$ cat config.mk
export PLATFORM = sky130hd
export DESIGN_NAME = pport_regs
export DESIGN_NICKNAME = d
export VERILOG_FILES = /design/src/design/pport_pkg.sv /design/src/design/pport_regs.sv
export VERILOG_INCLUDE_DIRS = /design/src /design/src/design
export SDC_FILE = /design/constraint.sdc
export NUM_CORES = 1
export LEC_CHECK = 0
export BUFFER_PORTS_ARGS = -buffer_cell sky130_fd_sc_hd__buf_4
export CORE_MARGIN = 2
export CORE_UTILIZATION = 53
export CTS_BUF_LIST = sky130_fd_sc_hd__clkbuf_2 sky130_fd_sc_hd__clkbuf_4 sky130_fd_sc_hd__clkbuf_8
export CTS_CLUSTER_SIZE = 40
export DETAILED_ROUTE_END_ITERATION = 7
export PLACE_DENSITY_LB_ADDON = 0.25
export SKIP_CTS_REPAIR_TIMING = 1
export SYNTH_ARGS = -nofsm -noshare
export SYNTH_HDL_FRONTEND = slang
export SYNTH_SLANG_ARGS = --single-unit
$ cat constraint.sdc
create_clock -name clk_i -period 4.79 [get_ports clk_i]
set_input_delay 0.479 -clock clk_i [delete_from_list [all_inputs] [get_ports clk_i]]
set_output_delay 0.479 -clock clk_i [all_outputs]
set_load 0.005 [all_outputs]
$ cat src/design/pport_map.svh
// register offsets, field positions, reset values and timing for the printer port
`ifndef PPORT_MAP_SVH
`define PPORT_MAP_SVH
`define PP_OFS_DATA 3'h0
`define PP_OFS_STAT 3'h1
`define PP_OFS_CTL 3'h2
`define PP_OFS_EADDR 3'h3
`define PP_OFS_EDATA3 3'h7
`define PP_RST_BYTE 8'h00
`define PP_RST_CTL 6'h00
`define PP_ST_EXPIRY 0
`define PP_CT_STROBE 0
`define PP_CT_LF 1
`define PP_CT_INIT 2
`define PP_CT_SEL 3
`define PP_CT_IRQ 4
`define PP_CT_DIR 5
`define PP_CT_W 6
`define PP_EXPIRY_NS 10000
`define PP_CLK_NS 25
`define PP_BASE 16'h0378
`define PP_FIFO_DEPTH 16
`define PP_RST_SYNC 5'h08
`define PP_SYNC_LAG 16'h0002
`endif

$ cat src/design/pport_pkg.sv
// types shared by the printer port design
package pport_pkg;
    typedef enum logic [0:0] {
        EPP_IDLE = 1'b0,
        EPP_BUSY = 1'b1
    } epp_state_e;
    typedef logic [7:0] byte_t;
endpackage

$ cat src/design/pport_regs.sv
// printer port host registers, enhanced cycle engine and write buffer
`timescale 1ns/1ps
`include "pport_map.svh"

// ==========================================================
// write buffer
module pp_fifo #(
    parameter int WIDTH = 9,
    parameter int DEPTH = `PP_FIFO_DEPTH
) (
    input wire logic clk_i,
    input wire logic srst_i,
    input wire logic ce_i,
    input wire logic in_valid_i,
    output logic in_ready_o,
    input wire logic [WIDTH-1:0] in_data_i,
    output logic out_valid_o,
    input wire logic out_ready_i,
    output logic [WIDTH-1:0] out_data_o
);
    localparam int AW = $clog2(DEPTH);
    logic [WIDTH-1:0] mem_q [DEPTH];
    logic [AW:0] wr_q;
    logic [AW:0] rd_q;
    logic push;
    logic pop;

    if (DEPTH < 2 || (DEPTH & (DEPTH - 1)) != 0)
    begin : g_chk
        $error("fifo depth must be a power of two of at least 2");
    end

    assign in_ready_o = !((wr_q[AW] != rd_q[AW]) && (wr_q[AW-1:0] == rd_q[AW-1:0]));
    assign out_valid_o = (wr_q != rd_q);
    assign out_data_o = mem_q[rd_q[AW-1:0]];
    assign push = in_valid_i && in_ready_o;
    assign pop = out_valid_o && out_ready_i;

    always_ff @(posedge clk_i)
    begin
        if (ce_i && push)
        begin
            mem_q[wr_q[AW-1:0]] <= in_data_i;
        end
    end

    always_ff @(posedge clk_i)
    begin
        if (srst_i)
        begin
            wr_q <= '0;
            rd_q <= '0;
        end
        else if (ce_i)
        begin
            if (push)
            begin
                wr_q <= wr_q + 1'b1;
            end
            if (pop)
            begin
                rd_q <= rd_q + 1'b1;
            end
        end
    end
endmodule

// ==========================================================
// port top
module pport_regs #(
    parameter logic [15:0] BASE_ADDR = `PP_BASE,
    parameter int FIFO_DEPTH = `PP_FIFO_DEPTH,
    parameter int EXPIRY_CYC = `PP_EXPIRY_NS / `PP_CLK_NS
) (
    input wire logic clk_i,
    input wire logic srst_i,
    input wire logic ce_i,
    input wire logic [15:0] host_addr_i,
    input wire pport_pkg::byte_t host_wdata_i,
    input wire logic host_write_strobe_n_i,
    input wire logic host_read_strobe_n_i,
    output pport_pkg::byte_t host_rdata_o,
    output logic host_rdata_oe_o,
    output logic host_ready_o,
    input wire logic extended_mode_i,
    input wire logic enhanced_cycle_mode_i,
    input wire pport_pkg::byte_t port_data_lines_i,
    output pport_pkg::byte_t port_data_lines_o,
    output logic port_data_lines_oe_o,
    input wire logic fault_input_i,
    input wire logic printer_online_i,
    input wire logic media_exhausted_i,
    input wire logic char_taken_input_i,
    input wire logic peripheral_occupied_i,
    output logic data_valid_out_n_o,
    output logic line_feed_out_n_o,
    output logic printer_reset_line_o,
    output logic select_request_out_n_o,
    output logic epp_addr_strobe_n_o,
    output logic epp_data_strobe_n_o,
    output logic irq_o
);
    import pport_pkg::*;

    if (EXPIRY_CYC < 4 || EXPIRY_CYC > 65536 || FIFO_DEPTH < 2)
    begin : g_chk
        $error("expiry count must lie in 4..65536 and fifo depth be at least 2");
    end

    function automatic logic hit(input logic [15:0] a);
        hit = (a[15:3] == BASE_ADDR[15:3]);
    endfunction

    // ======================================================
    // strobes and decode
    logic wr_n_q;
    logic rd_n_q;
    logic [4:0] st_s1_q;
    logic [4:0] st_s2_q;
    logic ack_prev_q;
    byte_t data_q;
    logic [`PP_CT_W-1:0] ctl_q;
    logic expiry_q;
    byte_t rdata_q;
    epp_state_e state_q;
    logic [15:0] cnt_q;
    logic fifo_in_ready;
    logic fifo_out_valid;
    logic [8:0] fifo_out;
    logic wr_edge;
    logic rd_edge;
    logic [2:0] ofs;
    logic win;
    logic done;
    logic expire;
    logic launch;

    assign ofs = host_addr_i[2:0];
    assign wr_edge = ce_i && !wr_n_q && host_write_strobe_n_i && hit(host_addr_i);
    assign rd_edge = ce_i && rd_n_q && !host_read_strobe_n_i && hit(host_addr_i);
    assign win = enhanced_cycle_mode_i && (ofs >= `PP_OFS_EADDR);

    always_ff @(posedge clk_i)
    begin
        if (srst_i)
        begin
            wr_n_q <= 1'b1;
            rd_n_q <= 1'b1;
        end
        else if (ce_i)
        begin
            wr_n_q <= host_write_strobe_n_i;
            rd_n_q <= host_read_strobe_n_i;
        end
    end

    // status inputs: {busy, ack, paper, online, fault}
    always_ff @(posedge clk_i)
    begin
        if (srst_i)
        begin
            // acknowledge idles high: start high so reset gives no false edge
            st_s1_q <= `PP_RST_SYNC;
            st_s2_q <= `PP_RST_SYNC;
            ack_prev_q <= 1'b1;
        end
        else if (ce_i)
        begin
            st_s1_q <= {peripheral_occupied_i, char_taken_input_i, media_exhausted_i,
                        printer_online_i, fault_input_i};
            st_s2_q <= st_s1_q;
            ack_prev_q <= st_s2_q[3];
        end
    end

    // ======================================================
    // data and control registers
    always_ff @(posedge clk_i)
    begin
        if (srst_i)
        begin
            data_q <= `PP_RST_BYTE;
            ctl_q <= `PP_RST_CTL;
        end
        else if (wr_edge && ofs == `PP_OFS_DATA)
        begin
            data_q <= host_wdata_i;
        end
        else if (wr_edge && ofs == `PP_OFS_CTL)
        begin
            ctl_q <= host_wdata_i[`PP_CT_W-1:0];
        end
    end

    // ======================================================
    // enhanced cycle engine
    // the synced wait level lags the strobe, so a stale high must not end a cycle
    assign done = (state_q == EPP_BUSY) && st_s2_q[4] && (cnt_q >= `PP_SYNC_LAG);
    assign launch = (state_q == EPP_IDLE) && fifo_out_valid;
    assign expire = (state_q == EPP_BUSY) && !st_s2_q[4]
        && (cnt_q == 16'(EXPIRY_CYC - 1));

    pp_fifo #(
        .WIDTH(9),
        .DEPTH(FIFO_DEPTH)
    ) u_fifo (
        .clk_i(clk_i),
        .srst_i(srst_i),
        .ce_i(ce_i),
        .in_valid_i(wr_edge && win),
        .in_ready_o(fifo_in_ready),
        .in_data_i({ofs == `PP_OFS_EADDR, host_wdata_i}),
        .out_valid_o(fifo_out_valid),
        .out_ready_i(ce_i && (done || expire)),
        .out_data_o(fifo_out)
    );

    always_ff @(posedge clk_i)
    begin
        if (srst_i)
        begin
            state_q <= EPP_IDLE;
            cnt_q <= 16'h0000;
            epp_addr_strobe_n_o <= 1'b1;
            epp_data_strobe_n_o <= 1'b1;
        end
        else if (ce_i)
        begin
            case (state_q)
                EPP_IDLE:
                begin
                    cnt_q <= 16'h0000;
                    if (fifo_out_valid)
                    begin
                        state_q <= EPP_BUSY;
                        epp_addr_strobe_n_o <= !fifo_out[8];
                        epp_data_strobe_n_o <= fifo_out[8];
                    end
                end
                EPP_BUSY:
                begin
                    cnt_q <= cnt_q + 16'h0001;
                    if (done || expire)
                    begin
                        state_q <= EPP_IDLE;
                        epp_addr_strobe_n_o <= 1'b1;
                        epp_data_strobe_n_o <= 1'b1;
                    end
                end
                default:
                begin
                    state_q <= EPP_IDLE;
                end
            endcase
        end
    end

    // expiry flag: a new expiry wins over a clear in the same cycle
    always_ff @(posedge clk_i)
    begin
        if (srst_i)
        begin
            expiry_q <= 1'b0;
        end
        else if (ce_i && expire)
        begin
            expiry_q <= 1'b1;
        end
        else if (wr_edge && ofs == `PP_OFS_STAT && enhanced_cycle_mode_i
                 && host_wdata_i[`PP_ST_EXPIRY])
        begin
            expiry_q <= 1'b0;
        end
    end

    // ======================================================
    // host read path
    always_ff @(posedge clk_i)
    begin
        if (srst_i)
        begin
            rdata_q <= `PP_RST_BYTE;
            host_rdata_oe_o <= 1'b0;
        end
        else if (ce_i)
        begin
            if (host_read_strobe_n_i)
            begin
                host_rdata_oe_o <= 1'b0;
            end
            else if (rd_edge)
            begin
                host_rdata_oe_o <= 1'b1;
                case (ofs)
                    `PP_OFS_DATA: rdata_q <= port_data_lines_i;
                    `PP_OFS_STAT: rdata_q <= {!st_s2_q[4], st_s2_q[3:0], 2'b00,
                                              expiry_q};
                    `PP_OFS_CTL: rdata_q <= {2'b00, ctl_q};
                    default: rdata_q <= win ? port_data_lines_i : `PP_RST_BYTE;
                endcase
            end
        end
    end
    assign host_rdata_o = rdata_q;
    // status bits 3..7 carry fault, online, paper, ack, ~busy

    // ======================================================
    // port outputs
    always_ff @(posedge clk_i)
    begin
        if (srst_i)
        begin
            data_valid_out_n_o <= 1'b1;
            line_feed_out_n_o <= 1'b1;
            printer_reset_line_o <= 1'b0;
            select_request_out_n_o <= 1'b1;
            port_data_lines_o <= `PP_RST_BYTE;
            port_data_lines_oe_o <= 1'b1;
            host_ready_o <= 1'b1;
            irq_o <= 1'b0;
        end
        else if (ce_i)
        begin
            data_valid_out_n_o <= !ctl_q[`PP_CT_STROBE];
            line_feed_out_n_o <= !ctl_q[`PP_CT_LF];
            printer_reset_line_o <= ctl_q[`PP_CT_INIT];
            select_request_out_n_o <= !ctl_q[`PP_CT_SEL];
            port_data_lines_o <= (state_q == EPP_BUSY || launch)
                ? fifo_out[7:0] : data_q;
            port_data_lines_oe_o <= (state_q == EPP_BUSY) || launch
                || !(extended_mode_i && ctl_q[`PP_CT_DIR]);
            host_ready_o <= fifo_in_ready;
            if (ctl_q[`PP_CT_IRQ] && st_s2_q[3] && !ack_prev_q)
            begin
                irq_o <= 1'b1;
            end
            else if (!ctl_q[`PP_CT_IRQ] || rd_edge)
            begin
                irq_o <= 1'b0;
            end
        end
    end
endmodule

Word-level counts from Yosys, hierarchy flattened

Memory sizes are Yosys's and may differ from the RTL's. A register that Yosys moved wholly into a read port is not among the register bits.
Index checks and enable logic that the tools add are counted.

Muxes and demuxes: 22
Reduce and logical (&&, ||, !) cells: 53
Eq/ne operators: 10
Add/subtract/negate cells: 3
Shift-type cells: 0
Multipliers: 0
Bitwise operators: 3
Divide/modulo/power cells: 0
Magnitude comparators: 2

Operators with widths:

| cell                                                                                 | number |
|---|---|
| 16-bit one-hot mux with 2 select lines                                               | 1 |
| 1-bit logical AND                                                                    | 27 |
| 8-bit one-hot mux with 3 select lines                                                | 1 |
| 16-bit by 1-bit adder with 16-bit output, second input constant                      | 1 |
| 16-bit by 9-bit == test with 1-bit output, second input constant                     | 1 |
| 16-bit by 2-bit greater-or-equal comparator with 1-bit output, second input constant | 1 |
| 8-bit 2-to-1 mux                                                                     | 2 |
| 13-bit by 7-bit == test with 1-bit output, second input constant                     | 1 |
| 1-bit 2-to-1 mux                                                                     | 13 |
| 1-bit logical NOT                                                                    | 11 |
| 5-bit by 1-bit adder with 5-bit output, second input constant                        | 2 |
| 2-bit AND reduction                                                                  | 5 |
| 4-bit 2-to-1 mux                                                                     | 2 |
| 3-bit by 2-bit == test with 1-bit output, second input constant                      | 2 |
| 1-bit one-hot mux with 2 select lines                                                | 3 |
| 3-bit AND reduction                                                                  | 2 |
| 2-bit nonzero test                                                                   | 3 |
| 5-bit != test                                                                        | 1 |
| 4-bit == test                                                                        | 1 |
| 1-bit logical OR                                                                     | 4 |
| 3-bit by 1-bit == test with 1-bit output, second input constant                      | 1 |
| 3-bit by 2-bit greater-or-equal comparator with 1-bit output, second input constant  | 1 |
| 3-bit logical NOT                                                                    | 1 |
| 1-bit NOT                                                                            | 3 |
| other kinds (3)                                                                      | 3 |

ROM bits: 0
Flip-flop bits (word level): 81
RAM bits: 144
Word-level logic and storage cells: 118
Bits in latches: 0
Memories kept: 1
Bits of input ports: 44

Memories:

| name         | words | width | read ports | clocked after memory_dff | wr ports | RTL line         | source |
|---|---|---|---|---|---|---|---|
| u_fifo.mem_q | 16    | 9     | 1          | 1                        | 1        | pport_regs.sv:22 | `logic [WIDTH-1:0] mem_q [DEPTH];` |

Longest topological paths before layout

Word-level depth: 9
Mapped depth: 9

Hierarchy

A second synthesis with hierarchy kept.

Cell total of the unflattened synthesis: 650
Area, all modules: 9526.6 um^2

Modules (own cells, without submodules):

| module     | times used | cells each | area each (um^2) |
|---|---|---|---|
| pp_fifo    | 1          | 309        | 6452.4 |
| pport_regs | 1          | 341        | 3074.2 |

Worst setup path before layout

OpenSTA, ideal clock, no wires.

Path type: input to register
Start point: in host_addr_i[7]
End point: mem u_fifo.mem_q[0][0] (enable)
Path buffers: 0
Data arrival time: 2.799 ns
Setup slack: 1.605 ns
Data required time: 4.403 ns
Setup time: 0.387 ns
Stages: 5
Path through: or4b_1 -> or4_4 -> a2111oi_4 -> nand2_1 -> nor3_1

Word-level cells in the longest chain between the ends: 7

Ends and longest elaborated chain:

| what                                      | RTL line          | source |
|---|---|---|
| from (decl)                               | pport_regs.sv:78  | `input wire logic [15:0] host_addr_i,` |
| 13-bit by 7-bit == test with 1-bit output | pport_regs.sv:111 | `hit = (a[15:3] == BASE_ADDR[15:3]);` |
| 1-bit logical AND                         | pport_regs.sv:139 | `assign wr_edge = ce_i && !wr_n_q && host_write_strobe_n_i && hit(host_addr_i);` |
| 1-bit logical AND                         | pport_regs.sv:210 | `.in_valid_i(wr_edge && win),` |
| 1-bit logical AND                         | pport_regs.sv:36  | `assign push = in_valid_i && in_ready_o;` |
| 1-bit logical AND                         | pport_regs.sv:41  | `if (ce_i && push)` |
| 1-bit 2-to-1 mux                          | pport_regs.sv:41  |  |
| 1-bit 2-to-1 mux (implied by the code)    | pport_regs.sv:43  | `mem_q[wr_q[AW-1:0]] <= in_data_i;` |
| to (decl)                                 | pport_regs.sv:22  |  |

No other way between the ends.

Worst setup path after layout

Start point: in ce_i
End point: mem u_fifo.mem_q[9][7] (enable)

Word-level cells in the longest chain between the ends: 8

Ends and longest elaborated chain:

| what                                       | RTL line          | source |
|---|---|---|
| from (decl)                                | pport_regs.sv:77  | `input wire logic ce_i,` |
| 1-bit logical AND (3 in series)            | pport_regs.sv:139 |  |
| 1-bit logical AND                          | pport_regs.sv:210 |  |
| 1-bit logical AND                          | pport_regs.sv:36  |  |
| 1-bit logical AND (*)                      | pport_regs.sv:41  |  |
| 1-bit 2-to-1 mux (*)                       | pport_regs.sv:41  |  |
| 1-bit 2-to-1 mux (implied by the code) (*) | pport_regs.sv:43  |  |

Every way passes the cells marked *; elsewhere a longest branch is shown, timed or not.

==> flow_summary.toml <==
[outcome]
status = "finished clean"

[critical_path]
crit_chain = "buf_4, nand4_1, or4_4, a2111oi_4, nand2_1, nor2_1"
slowest_stage = "nor2_1"
path_delay_family = "simple AND/OR/NAND/NOR gates"
crit_path_end_kind = "register"
cp_max_fo = 55
path_class = "in2reg"
cp_data_required_time_ns = 4.94
worst-path-buf-inv = 1
crit_path_start_kind = "input port"
arrival_ns = 3.18
slowest_delay_ns = 0.66

[logic_synthesis]
synth-seq-area-share_pct = 65.30
netlist_area_sq_um = 9228
yosysWarnings = 0
yosysUniqueCellTypes = 47
ys_async_sr_fraction_pct = 0
synth_edf_count = 144
synth_ff_type = "edfxtp_1"
syn-num-nets = 692
syn_inst = 641
syn_area_per_cell_sq_um = 14.40
synth-seq-cells = 229

[floorplanning]
core_area_sq_um = 17180
die_y_um = 136.0
num_rows = 48
io_pins = 70
initial_core_util_pct = 53.72
die_x_um = 136.0
die_area_sq_um = 18480

[global_route]
grt_pass1_vias = 5495
grtUsageTotal_pct = 22.55
grt_pass1_wl_um = 31040
antenna_found_initial = 0
grt_max_degree = 76
grt_overflow = 0

[drt]
drtIter0Drc = 475
wl_per_cell_um = 20.51
drt-total-wl_um = 20000
drc_errors = 0
dr.pass1.iters = 5
vias = 5577
ant_nets = 0
via_per_inst = 5.720

[final_layout]
antenna_cells = 0
fillCellCount = 1349
fin_util_pct = 62.24
final_area_sq_um = 10690
nets = 772
drive_gt1_share_pct = 25.60
areaGrowthSynthToFinish_pct = 15.85
fin_cells = 975

[place]
dp_hpwl_um = 13120
place_inst = 906
port-buffer-count = 69
gp_congestion = 0.8230
dp_slack_ns = 1.248
placed_cell_area_sq_um = 9938

[cts]
clk_pin_slew_ns = 0.06
cts_buffers = 38
clkLatencyLatePin_ns = 0.54
cts_tree = "done"
htreeDepth = 2
cts.sinks = 229
clockBufferDepth = 3
cts_root_buf = "clkbuf_8"

[power_and_ir_drop]
vdd_drop_max_mv = 0.2629
power_mw = 3.906
p_leak_nw = 3.823
powerDensity_nw_per_um2 = 365.4

[sta]
drv_slew = 0
final-setup-viol-count = 0
fmax_mhz = 330.1
min_period_ns = 3.029
whs_ns = 0.1662
clock-skew-final_ns = 0.02077
setup_tns_ns = 0
fin_crit_sh_pct = 63.24
setup_slack_ns = 1.761
rsz0062_at_grt = "no"
hold_violations = 0
tightest_slew_ns = 1.102
slew_headroom_pct = 25.85

[job]
maxCapViolations = 0

[worst_hold_path]
hold_class = "in2reg"
-- final timing paths --
check | startpoint | slack (ns) | end | cells past startpoint
max | ce_i | 1.76 | u_fifo.mem_q[9][7] | 6
min reg2reg | host_rdata_oe_o | 0.46 | host_rdata_oe_o | 2
min | char_taken_input_i | 0.17 | st_s1_q[3] | 2
max reg2reg | u_fifo.wr_q[2] | 1.84 | u_fifo.mem_q[9][7] | 5
-- sequential cells by signal, indices dropped and copies added (netlist names), 5 cells and up, named ones only --
register and count:
u_fifo.rd_q 5, port_data_lines_o 8, u_fifo.mem_q 144, ctl_q 6
st_s1_q 5, st_s2_q 5, cnt_q 16, u_fifo.wr_q 5
data_q 8, host_rdata_o 8
-- synth_stat cells, types with 5 or more instances --
master      n  area [sq um]
dfxtp_1    85          1702
nor3_1     14         70.07
xnor2_1     7         61.31
clkbuf_1   24         90.09
a21oi_1    20         100.1
nand2_1    22         82.58
xor2_1     17         148.9
nor2b_1    13         81.33
nand3_1     7         35.03
ha_1        7         87.58
nand4_1    10         62.56
buf_2       6         30.03
o21ai_0    10         50.05
nand2b_1    8         50.05
nor4_1      5         31.28
nor2_1     87         326.6
mux4_2     43         968.4
inv_1       9         33.78
buf_1       6         22.52
mux2i_1    37         370.4
edfxtp_1  144          4324
a22oi_1     6         45.04
a211oi_1   13         97.59
-- final cells by class --
cell class | instances | area, sq um | share of cell area [%]
Clock buffer | 51 | 639.4 | 5.981
Clock inverter | 18 | 112.6 | 1.053
Inverter | 9 | 33.78 | 0.3160
Multi-Input combinational cell | 367 | 3025 | 28.30
Sequential cell | 229 | 6027 | 56.38
Tap cell | 225 | 281.5 | 2.633
Timing Repair Buffer | 76 | 570.5 | 5.337
-- layout by cell type (no fill, tap or decap), types with 2 or more instances in the layout --
| cell | Yosys | final |
|---|---|---|
| mux4_2 | 43 | 43 |
| a211oi_1 | 13 | 13 |
| xor2_1 | 17 | 17 |
| buf_4 | 0 | 76 |
| nand3b_1 | 2 | 2 |
| clkinv_2 | 0 | 5 |
| inv_1 | 9 | 9 |
| nand2b_1 | 8 | 8 |
| nand2_1 | 22 | 22 |
| clkbuf_8 | 0 | 41 |
| o21ai_0 | 10 | 10 |
| a211o_1 | 4 | 4 |
| and3_1 | 4 | 4 |
| ha_1 | 7 | 7 |
| clkinv_1 | 0 | 9 |
| nor3_1 | 14 | 14 |
| a21oi_1 | 20 | 20 |
| mux2_2 | 4 | 4 |
| edfxtp_1 | 144 | 144 |
| a22oi_1 | 6 | 6 |
| or3_1 | 3 | 3 |
| clkbuf_4 | 0 | 10 |
| xnor2_1 | 7 | 7 |
| nor2_1 | 87 | 87 |
| nor2b_1 | 13 | 13 |
| mux2i_1 | 37 | 37 |
| or4_1 | 3 | 3 |
| nand4_1 | 10 | 10 |
| nor4_1 | 5 | 5 |
| clkinvlp_4 | 0 | 2 |
| or2_2 | 2 | 2 |
| nand3_1 | 7 | 7 |
| a32oi_1 | 2 | 2 |
| dfxtp_1 | 85 | 84 |
| a21o_1 | 2 | 2 |
-- power by group --
part / switching (mW) / internal, mW
sequential: 0.00630 / 2.10
clock: 0.757 / 0.926
combinational: 0.0688 / 0.0447
total: 0.832 / 3.07
-- layer usage --
layer  vias to the layer above  GRT usage [%]  part of all wire, %
li1                       2573              -                    -
met4                         0          8.391                  2.6
met5                         -              0                    0
met3                        40          4.735                  8.2
met2                       270          34.99                   46
met1                      2694          31.73                   43
-- worst register-to-register path, stage by stage, from the launching register on --
cell,delay (ns)
dfxtp_1,0.57
xor2_1,0.19
nor4_1,0.14
a2111oi_4,0.68
nand2_1,0.31
nor2_1,0.66
-- cell families (layout without fill, tap and decap cells) --
| family | after synthesis | in the layout | synth area share (%) |
|---|---|---|---|
| flip-flops | 229 | 229 | 65.30 |
| adder cells (fa/ha/maj) | 7 | 7 | 0.9491 |
| AND/OR/NAND/NOR | 188 | 188 | 9.790 |
| multiplexers | 84 | 84 | 15.00 |
| buffers and inverters | 45 | 154 | 1.912 |
| XOR/XNOR | 24 | 24 | 2.278 |
| AO/OA/AOI/OAI | 64 | 64 | 4.773 |
Power figures use the tool's default switching activity.
